--- config.mk ---
export PLATFORM = sky130hd
export DESIGN_NAME = osp_output_sync
export DESIGN_NICKNAME = d
export VERILOG_FILES = /design/src/shared/osp_pkg.sv /design/src/rtl/osp_output_sync.sv
export VERILOG_INCLUDE_DIRS = /design/src /design/src/shared
export SDC_FILE = /design/constraint.sdc
export NUM_CORES = 1
export LEC_CHECK = 0
export ABC_AREA = 1
export BUFFER_PORTS_ARGS = -buffer_cell sky130_fd_sc_hd__buf_2
export CAP_MARGIN = 20
export CORE_MARGIN = 1
export CORE_UTILIZATION = 56
export CTS_CLUSTER_SIZE = 8
export DETAILED_ROUTE_END_ITERATION = 12
export PLACE_DENSITY_LB_ADDON = 0.25
export SLEW_MARGIN = 20
export SYNTH_ARGS = -nofsm -noshare
export SYNTH_HDL_FRONTEND = slang
export SYNTH_SLANG_ARGS = --single-unit
--- constraint.sdc ---
create_clock -name CLK -period 3 [get_ports CLK]
set_input_delay 0.3 -clock CLK [delete_from_list [all_inputs] [get_ports CLK]]
set_output_delay 0.3 -clock CLK [all_outputs]
set_load 0.1 [all_outputs]
--- src/shared/osp_consts.svh ---
// Behaviour
// [RULE1] Mode entry: 0 free run, 1 buffer event, 2 pulse first, 3 pulse second; resets 0
// [RULE2] Free run: cycle time entry is the local timer period in ns
// [RULE3] Buffer event mode: cycle time entry holds the master cycle time in ns
// [RULE4] Clock mode: cycle time entry is the pulse sequence period in ns
// [RULE5] Clock mode: outputs driven once shift time elapsed after pulse first
// [RULE6] Capability word read only, bit 0 free run, bit 1 buffer event, reset 0xc001
// [RULE7] Capability bits 3:2 equal 10 report distributed clock support
// [RULE8] Capability bits 5:4 equal 01 report output shift by pulse second
// [RULE9] Capability bit 14 reports timing entries measured via the command entry
// [RULE10] Read-only entry reports shortest sustainable cycle time in ns
// [RULE11] Read-only calc-and-copy entry gives least pulse spacing in ns
// [RULE12] Command write 1 starts cycle-time measurement, 0 stops it
// [RULE13] While measuring, shift, cycle, calc-copy and delay entries take maxima
// [RULE14] Starting a measurement clears earlier maxima first
// [RULE15] Clock mode: delay entry reports pulse second to output drive in ns
// [RULE16] Clock mode in run state: count missed buffer events, 16 bits
// [RULE17] Run state: count cycle overruns, 16 bits
// [RULE18] Clock mode: count pulse spacings shorter than required, 16 bits
// [RULE19] Clock mode: error flag set when last drive was late, else cleared
// [RULE20] Subindex 0 reads constant entry count 0x20
// [RULE21] Error counters saturate at maximum
// [RULE22] Writing an unsupported mode is rejected, mode kept
`ifndef OSP_CONSTS_SVH
`define OSP_CONSTS_SVH
`define OSP_SUB_COUNT      8'h00
`define OSP_SUB_MODE       8'h01
`define OSP_SUB_CYCLE      8'h02
`define OSP_SUB_SHIFT      8'h03
`define OSP_SUB_CAPS       8'h04
`define OSP_SUB_MIN_CYCLE  8'h05
`define OSP_SUB_CALC_COPY  8'h06
`define OSP_SUB_COMMAND    8'h08
`define OSP_SUB_DELAY      8'h09
`define OSP_SUB_MISSED     8'h0b
`define OSP_SUB_OVERRUN    8'h0c
`define OSP_SUB_SHORT      8'h0d
`define OSP_SUB_SYNC_ERR   8'h20
`define OSP_ENTRY_COUNT    8'h20
`define OSP_CAP_RESET      16'hc001
`define OSP_MODE_FREE      16'h0000
`define OSP_MODE_BUFFER    16'h0001
`define OSP_MODE_PULSE1    16'h0002
`define OSP_MODE_PULSE2    16'h0003
`define OSP_CAP_FREE_BIT   0
`define OSP_CAP_BUF_BIT    1
`define OSP_CAP_CLK_MSB    3
`define OSP_CAP_CLK_LSB    2
`define OSP_CAP_CLK_VAL    2'h2
`define OSP_CAP_SH_MSB     5
`define OSP_CAP_SH_LSB     4
`define OSP_CAP_SH_VAL     2'h1
`define OSP_CAP_DYN_BIT    14
`define OSP_CMD_STOP       16'h0000
`define OSP_CMD_START      16'h0001
`define OSP_CLK_PERIOD_NS  32'h0000_0004
`define OSP_CNT_MAX        16'hffff
`define OSP_NS_MAX         32'hffff_ffff
`endif

--- src/shared/osp_pkg.sv ---
package osp_pkg;
  // Synchronised pin levels
  typedef struct packed {
    logic buf_evt;
    logic pulse_first;
    logic pulse_second;
    logic run;
  } osp_pins_type;

  // Object access request and answer
  typedef struct packed {
    logic        rd;
    logic        wr;
    logic [7:0]  sub;
    logic [31:0] data;
  } osp_req_type;

  typedef struct packed {
    logic        ack;
    logic        abort;
    logic [31:0] data;
  } osp_rsp_type;

  // Measured maxima
  typedef struct packed {
    logic [31:0] shift;
    logic [31:0] min_cycle;
    logic [31:0] calc_copy;
    logic [31:0] delay;
  } osp_meas_type;

  typedef enum logic [1:0] {PH_IDLE, PH_BUSY, PH_HOLD} osp_phase_type;

  typedef struct packed {
    osp_pins_type  clock_pulse_second;
    osp_pins_type  sync2;
    osp_pins_type  prev;
    logic [15:0]   mode;
    logic [31:0]   cycle_time;
    logic [31:0]   shift_time;
    logic [15:0]   command;
    osp_meas_type  meas;
    logic [15:0]   missed;
    logic [15:0]   overrun;
    logic [15:0]   short_cnt;
    logic          sync_err;
    logic [31:0]   timer_ns;
    logic [31:0]   since_p0;
    logic [31:0]   since_p1;
    logic [31:0]   since_trig;
    osp_phase_type phase;
    logic          due;
    logic          late;
    logic          buf_seen;
    logic          drive;
    osp_rsp_type   rsp;
  } osp_state_type;
endpackage : osp_pkg

--- src/rtl/osp_output_sync.sv ---
`timescale 1ns/10ps
`include "osp_consts.svh"

module osp_output_sync #(
  parameter logic [15:0] SYNC_CAPS = `OSP_CAP_RESET
) (
  // Clock and reset
  input  wire logic                  CLK,
  input  wire logic                  RESET,
  // Sync pins from outside the clock domain
  input  wire osp_pkg::osp_pins_type PINS,
  // Application processing finished
  input  wire logic                  COPY_DONE,
  // Object access from the master mailbox
  input  wire osp_pkg::osp_req_type  OBJ_REQ,
  output      osp_pkg::osp_rsp_type  OBJ_RSP,
  // Output timing and status
  output      logic                  OUTPUT_DRIVE,
  output      logic                  SYNC_ERROR,
  output      logic                  MEASURE_ACTIVE,
  output      osp_pkg::osp_meas_type MEASURE_MAX
);

  // ==========================================================
  // Helper functions
  function automatic logic [15:0] sat_inc(input logic [15:0] v);
    sat_inc = (v == `OSP_CNT_MAX) ? v : v + 16'h0001;
  endfunction : sat_inc

  function automatic logic [31:0] add_ns(input logic [31:0] v);
    logic [32:0] sum;
    sum = {1'b0, v} + {1'b0, `OSP_CLK_PERIOD_NS};
    add_ns = sum[32] ? `OSP_NS_MAX : sum[31:0];
  endfunction : add_ns

  function automatic logic [31:0] max32(input logic [31:0] a, input logic [31:0] b);
    max32 = (a > b) ? a : b;
  endfunction : max32

  function automatic logic mode_supported(input logic [15:0] m, input logic [15:0] caps);
    unique case (m)
      `OSP_MODE_FREE:   mode_supported = caps[`OSP_CAP_FREE_BIT];
      `OSP_MODE_BUFFER: mode_supported = caps[`OSP_CAP_BUF_BIT];
      `OSP_MODE_PULSE1: mode_supported = caps[`OSP_CAP_CLK_MSB:`OSP_CAP_CLK_LSB] == `OSP_CAP_CLK_VAL;
      `OSP_MODE_PULSE2: mode_supported = (caps[`OSP_CAP_CLK_MSB:`OSP_CAP_CLK_LSB] == `OSP_CAP_CLK_VAL)
                                         && (caps[`OSP_CAP_SH_MSB:`OSP_CAP_SH_LSB] == `OSP_CAP_SH_VAL);
      default:          mode_supported = 1'b0;
    endcase
  endfunction : mode_supported

  // ==========================================================
  // State
  osp_pkg::osp_state_type state;
  osp_pkg::osp_state_type next_state;

  logic buf_rise;
  logic p0_rise;
  logic p1_rise;
  logic run;
  logic dist_mode;
  logic tick;
  logic trigger;

  // ==========================================================
  // Next state
  always_comb begin
    next_state = state;
    next_state.clock_pulse_second = PINS;
    next_state.sync2 = state.clock_pulse_second;
    next_state.prev  = state.sync2;
    next_state.drive = 1'b0;
    next_state.rsp   = '0;

    buf_rise = state.sync2.buf_evt & ~state.prev.buf_evt;
    p0_rise  = state.sync2.pulse_first & ~state.prev.pulse_first;
    p1_rise  = state.sync2.pulse_second & ~state.prev.pulse_second;
    run      = state.sync2.run;
    dist_mode = (state.mode == `OSP_MODE_PULSE1) || (state.mode == `OSP_MODE_PULSE2);

    // Elapsed times since pulses and cycle start
    next_state.since_p0   = p0_rise ? 32'h0000_0000 : add_ns(state.since_p0);
    next_state.since_p1   = p1_rise ? 32'h0000_0000 : add_ns(state.since_p1);
    next_state.since_trig = add_ns(state.since_trig);

    // Local timer paced by cycle time
    tick = 1'b0;
    if (state.mode == `OSP_MODE_FREE && state.cycle_time != 32'h0000_0000) begin
      if (add_ns(state.timer_ns) >= state.cycle_time) begin // [RULE2]
        tick = 1'b1;
        next_state.timer_ns = 32'h0000_0000;
      end else begin
        next_state.timer_ns = add_ns(state.timer_ns);
      end
    end else begin
      next_state.timer_ns = 32'h0000_0000;
    end

    // Cycle start per mode
    unique case (state.mode)
      `OSP_MODE_FREE:   trigger = tick;                      // [RULE1]
      `OSP_MODE_BUFFER: trigger = buf_rise;                  // [RULE1] [RULE3]
      `OSP_MODE_PULSE1: trigger = p0_rise;                   // [RULE1] [RULE4]
      `OSP_MODE_PULSE2: trigger = p0_rise;                   // [RULE1] [RULE4]
      default:          trigger = 1'b0;
    endcase

    // Missed buffer events, checked at each pulse first
    if (p0_rise) begin
      if (dist_mode && run && !state.buf_seen) begin
        next_state.missed = sat_inc(state.missed);           // [RULE16] [RULE21]
      end
      next_state.buf_seen = 1'b0;
    end
    if (buf_rise) begin
      next_state.buf_seen = 1'b1;
    end

    // Pulse spacing too short
    if (dist_mode && p1_rise && state.since_p0 < state.meas.calc_copy) begin
      next_state.short_cnt = sat_inc(state.short_cnt);       // [RULE18] [RULE11] [RULE21]
    end

    // Output schedule
    if (state.phase != osp_pkg::PH_IDLE && !state.due) begin
      if (state.mode == `OSP_MODE_PULSE1 && state.since_p0 >= state.shift_time) begin
        next_state.due = 1'b1;                               // [RULE5]
      end
      if (state.mode == `OSP_MODE_PULSE2 && p1_rise) begin
        next_state.due = 1'b1;                               // [RULE8]
      end
    end
    if (state.phase == osp_pkg::PH_BUSY && state.due) begin
      next_state.late = 1'b1;
    end

    // Processing finished
    if (state.phase == osp_pkg::PH_BUSY && COPY_DONE) begin
      next_state.phase = osp_pkg::PH_HOLD;
      if (state.command == `OSP_CMD_START) begin
        next_state.meas.calc_copy = max32(state.meas.calc_copy, state.since_trig); // [RULE13] [RULE11]
        if (dist_mode) begin
          next_state.meas.shift = max32(state.meas.shift, state.since_p0);         // [RULE13]
          if (state.since_p0 > state.meas.shift) begin
            next_state.shift_time = state.since_p0;                                 // [RULE13]
          end
        end
      end
    end

    // Drive outputs once ready and due
    if (state.phase == osp_pkg::PH_HOLD && state.due) begin
      next_state.drive = 1'b1;
      next_state.phase = osp_pkg::PH_IDLE;
      next_state.due   = 1'b0;
      next_state.sync_err = dist_mode & state.late;          // [RULE19]
      if (state.command == `OSP_CMD_START) begin
        next_state.meas.min_cycle = max32(state.meas.min_cycle, state.since_trig); // [RULE10] [RULE13]
        if (dist_mode) begin
          next_state.meas.delay = max32(state.meas.delay, state.since_p1);         // [RULE15] [RULE13]
        end
      end
    end

    // New cycle start
    if (trigger) begin
      if (run && state.phase != osp_pkg::PH_IDLE) begin
        next_state.overrun = sat_inc(state.overrun);         // [RULE17] [RULE21]
      end
      next_state.phase      = osp_pkg::PH_BUSY;
      next_state.since_trig = 32'h0000_0000;
      next_state.due        = !dist_mode;
      next_state.late       = 1'b0;
    end

    // Object access, write before read
    if (OBJ_REQ.wr) begin
      next_state.rsp.ack = 1'b1;
      unique case (OBJ_REQ.sub)
        `OSP_SUB_MODE: begin
          if (mode_supported(OBJ_REQ.data[15:0], SYNC_CAPS)) begin
            next_state.mode = OBJ_REQ.data[15:0];            // [RULE1]
          end else begin
            next_state.rsp.abort = 1'b1;                     // [RULE22]
          end
        end
        `OSP_SUB_CYCLE: next_state.cycle_time = OBJ_REQ.data;
        `OSP_SUB_SHIFT: next_state.shift_time = OBJ_REQ.data;
        `OSP_SUB_COMMAND: begin
          if (OBJ_REQ.data[15:0] == `OSP_CMD_START) begin
            next_state.command = `OSP_CMD_START;             // [RULE12]
            next_state.meas    = '0;                         // [RULE14]
          end else if (OBJ_REQ.data[15:0] == `OSP_CMD_STOP) begin
            next_state.command = `OSP_CMD_STOP;              // [RULE12]
          end else begin
            next_state.rsp.abort = 1'b1;
          end
        end
        default: next_state.rsp.abort = 1'b1;
      endcase
    end else if (OBJ_REQ.rd) begin
      next_state.rsp.ack = 1'b1;
      unique case (OBJ_REQ.sub)
        `OSP_SUB_COUNT:     next_state.rsp.data = {24'h000000, `OSP_ENTRY_COUNT}; // [RULE20]
        `OSP_SUB_MODE:      next_state.rsp.data = {16'h0000, state.mode};
        `OSP_SUB_CYCLE:     next_state.rsp.data = state.cycle_time;
        `OSP_SUB_SHIFT:     next_state.rsp.data = state.shift_time;
        `OSP_SUB_CAPS:      next_state.rsp.data = {16'h0000, SYNC_CAPS}; // [RULE6] [RULE7] [RULE8] [RULE9]
        `OSP_SUB_MIN_CYCLE: next_state.rsp.data = state.meas.min_cycle;  // [RULE10]
        `OSP_SUB_CALC_COPY: next_state.rsp.data = state.meas.calc_copy;  // [RULE11]
        `OSP_SUB_COMMAND:   next_state.rsp.data = {16'h0000, state.command};
        `OSP_SUB_DELAY:     next_state.rsp.data = state.meas.delay;      // [RULE15]
        `OSP_SUB_MISSED:    next_state.rsp.data = {16'h0000, state.missed};
        `OSP_SUB_OVERRUN:   next_state.rsp.data = {16'h0000, state.overrun};
        `OSP_SUB_SHORT:     next_state.rsp.data = {16'h0000, state.short_cnt};
        `OSP_SUB_SYNC_ERR:  next_state.rsp.data = {31'h00000000, state.sync_err};
        default:            next_state.rsp.abort = 1'b1;
      endcase
    end
  end

  // ==========================================================
  // Registers
  always_ff @(posedge CLK) begin
    if (RESET) begin
      state <= '0;
    end else begin
      state <= next_state;
    end
  end

  // ==========================================================
  // Outputs
  assign OBJ_RSP        = state.rsp;
  assign OUTPUT_DRIVE   = state.drive;
  assign SYNC_ERROR     = state.sync_err;
  assign MEASURE_ACTIVE = (state.command == `OSP_CMD_START);
  assign MEASURE_MAX    = state.meas;

endmodule : osp_output_sync

==> results_dict.tcl <==
set metrics [dict create \
    outcome "complete, but fails checks" \
    violations "negative setup slack" \
    numCtsBuffers 61 \
    layout_min_cycle_time_ns 3.16 \
    fp.dieArea_um2 49700 \
    worst_path_dominant_cell_family "simple AND/OR/NAND/NOR gates" \
    nets 4348 \
    cp_slowest_stage_delay_ns 0.36 \
    irDropWorstVdd_v 0.000404 \
    worstPathRequired_ns 3.57 \
    detailroute.via_count 27200 \
    path_clk_slew_ns 0.05 \
    routed_wl_um 93500 \
    syn_nets 4168 \
    path_buf_inv 4 \
    routed_wire_length_per_instance_um 19.9 \
    cts_htree_levels 2 \
    max_cap_violations 0 \
    postSynthCellCount 3889 \
    cts_buffer_depth 3 \
    synth.yosys.warnings 0 \
    fin_worst_skew_ns 0.0327 \
    endpoint_kind "register" \
    clock-root-buffer "clkbuf_16" \
    setup_viol 81 \
    mostFrequentLayoutCell "nand2_1" \
    p_int_w 0.00969 \
    reg2reg_depth 22 \
    die_w_um 223 \
    layout.core_utilization 0.654 \
    fmax_mhz 317 \
    layout.cells.most_common_list "nand2_1, inv_1, dfxtp_1" \
    number_of_storage_elements_in_the_synthesis_netlist 434 \
    track_usage 0.364 \
    grt_setup_unrepaired "true" \
    placement.io_buffers 213 \
    design.core.area_um2 47900 \
    worst-setup-path-type "reg -> reg" \
    synth-async-reset-ratio 0 \
    critPathMostFrequentCell "nand2_2" \
    report.final.slew_viol_count 0 \
    synthToLayoutAreaGrowth_pct 14.7 \
    die_height_um 223 \
    path_cells "inv_2 -> nor4_4 -> nand2_2 -> nor2_2 -> nand2_1 -> xnor2_1 -> inv_1 -> nand2_1 -> ha_4 -> a21oi_2 -> nor2_1 -> nor3_2 -> nand2_2 -> a21oi_4 -> nand2_2 -> nand2_2 -> nand2_4 -> buf_6 -> buf_6 -> nand4_1 -> nand2_1 -> nor2_1" \
    crit_fanout 3 \
    post_route_cells_drive_above_1_share 0.165 \
    drt-pass1-iter-count 5 \
    finalWeightedCongestion 1.00 \
    number_of_antenna_violations_at_the_first_check_in_global_routing 3 \
    power_switching_w 0.00314 \
    detailed_place_hpwl_um 69900 \
    worst_slack_ns -0.156 \
    drc 0 \
    swShare 0.245 \
    synthesis.area_um2 27300 \
    clkLatencyLatePin_ns 0.65 \
    floorplan.rows 80 \
    power_frac_comb 0.060 \
    timing.max_slew.rel_slack 0.353 \
    hold_crit_path_type "in -> reg" \
    grt_first_pass_wirelength_um 141000 \
    cts_num_sinks 434 \
    yosys.cell_types.count 54 \
    tritoncts "done" \
    grt_start_max_net_pins 78 \
    detailedRoute.firstIterationViolations 2659 \
    io-pin-count 214 \
    worst-path-stages 22 \
    finalHoldViolCount 0 \
    cell_depth_of_the_worst_hold_path 3 \
    power_leakage_nw 13.9 \
    post_synth.cell_area_avg_um2 7.03 \
    first_global_vias 24600 \
    ant_nets 0 \
    power.density_cell_area_nw_per_um2 409 \
    worst_slew_pin_slew_ns 0.969 \
    remaining_overflow_grt 0 \
    final_cycle_utilization_of_the_critical_path 1.05 \
    power.share.clock 0.486 \
    power.sequential.fraction 0.454 \
    slowest_library_cell_on_the_worst_path "nor4_4" \
    fin_tns_setup_ns -4.22 \
    initial_utilization 0.570 \
    via_per_inst 5.79 \
    worstPathArrival_ns 3.72 \
    synth_enable_flop_cells 0 \
    synth_sequential_area_ratio 0.318 \
    startpoint_type_of_the_worst_setup_path "register" \
    postSynth.topFlopCell "dfxtp_1" \
]
-- synthesized netlist by cell type, types with 8 or more instances --
master | n | area share
nand2_1 | 646 | 0.089
inv_1 | 500 | 0.069
nor2_1 | 448 | 0.062
dfxtp_1 | 434 | 0.32
a21oi_1 | 384 | 0.070
ha_1 | 230 | 0.11
o21ai_0 | 179 | 0.033
nand3_1 | 177 | 0.032
buf_4 | 173 | 0.048
nand4_1 | 101 | 0.023
nor3_1 | 91 | 0.017
xor2_1 | 84 | 0.027
clkbuf_1 | 67 | 0.0092
o21bai_1 | 60 | 0.016
buf_2 | 36 | 0.0066
o22ai_1 | 28 | 0.0064
nor4_1 | 27 | 0.0062
a31oi_1 | 24 | 0.0055
a211oi_1 | 22 | 0.0060
buf_1 | 15 | 0.0021
inv_2 | 13 | 0.0018
o21ai_1 | 13 | 0.0024
nor2_4 | 12 | 0.0049
xnor2_1 | 11 | 0.0035
buf_6 | 9 | 0.0037
o211ai_1 | 9 | 0.0025
o221ai_1 | 9 | 0.0029
a221oi_1 | 8 | 0.0026
nand2_2 | 8 | 0.0018
-- worst min-delay path, delay by kind of cell --
family,cells,cell delay [ns]
buf+inv,1,0.12
compound gates,1,0.10
simple gates,1,0.09
-- flip-flops by register name (all words and copies together) (netlist names) --
| name | count |
|---|---|
| next_state | 7 |
| run | 1 |
| OUTPUT_DRIVE | 1 |
| MEASURE_MAX | 128 |
| state | 262 |
| OBJ_RSP | 34 |
| SYNC_ERROR | 1 |
-- what timing repair did --
| item | CTS | global route |
|---|---|---|
| gates resized for setup | 57 | 104 |
| pin swaps | 26 | 40 |
| gates cloned | 2 | 0 |
| endpoints found under the setup margin | 82 | 104 |
| setup buffers | 17 | 8 |
| hold endpoints to repair | 17 | 0 |
| hold buffers | 15 | 0 |
-- logic make-up after synthesis --
logic type | after synthesis | share of synthesized area
adder cells (fa/ha/maj) | 230 | 0.105
AO/OA/AOI/OAI | 758 | 0.155
buffers and inverters | 816 | 0.140
flip-flops | 434 | 0.318
AND/OR/NAND/NOR | 1556 | 0.252
XOR/XNOR | 95 | 0.0304
-- stage by stage --
stage	hold WS, ns	instance area [um2]	cells	total power [W]	setup slack, ns
final	0.0197	31400	4694	0.0128	-0.156
after global routing	0.0155	31400	4694	0.0132	-0.324
after CTS	0.000173	30800	4685	0.0128	-0.0974
after detailed placement	0.396	28700	4579	0.00665	-0.247
after global placement	0.391	28700	4579	0.00664	-0.195
after floorplan	0.388	27400	3889	0.00640	0.0142
-- area by class of cell --
class / instances / area [um2]
flip-flops and latches: 434 / 8700
well taps: 615 / 769
multi-input cells: 2639 / 15500
clock buffers: 69 / 1590
clock inverters: 3 / 45.0
inverters: 516 / 1940
fillers: 4356 / 16600
repair buffers: 417 / 2840
diodes: 1 / 2.50
-- path summary, 6_finish.rpt --
| kind | from | end | slack (ns) |
|---|---|---|---|
| worst max register to register | state[147] | state[188] | -0.16 |
| worst min-delay path | OBJ_REQ[9] | state[370] | 0.02 |
| worst min register to register | next_state[447] | next_state[443] | 0.40 |
| worst max-delay path | state[147] | state[188] | -0.16 |
-- layer usage --
| metal | share of wire | GRT usage |
|---|---|---|
| met5 | 0.00029 | 0 |
| met4 | 0.047 | 0.162 |
| met3 | 0.11 | 0.0756 |
| met2 | 0.43 | 0.560 |
| met1 | 0.41 | 0.492 |
-- power by group through the flow --
stage / Sequential (W) / Combinational [W] / Clock (W)
detailed placement: 0.00594 / 0.000709 / 0
floorplan: 0.00593 / 0.000465 / 0
global route: 0.00582 / 0.000826 / 0.00652
CTS: 0.00582 / 0.000738 / 0.00627
finish: 0.00582 / 0.000766 / 0.00624
global placement: 0.00594 / 0.000704 / 0
No activity file was read; power rests on OpenSTA's default activity.
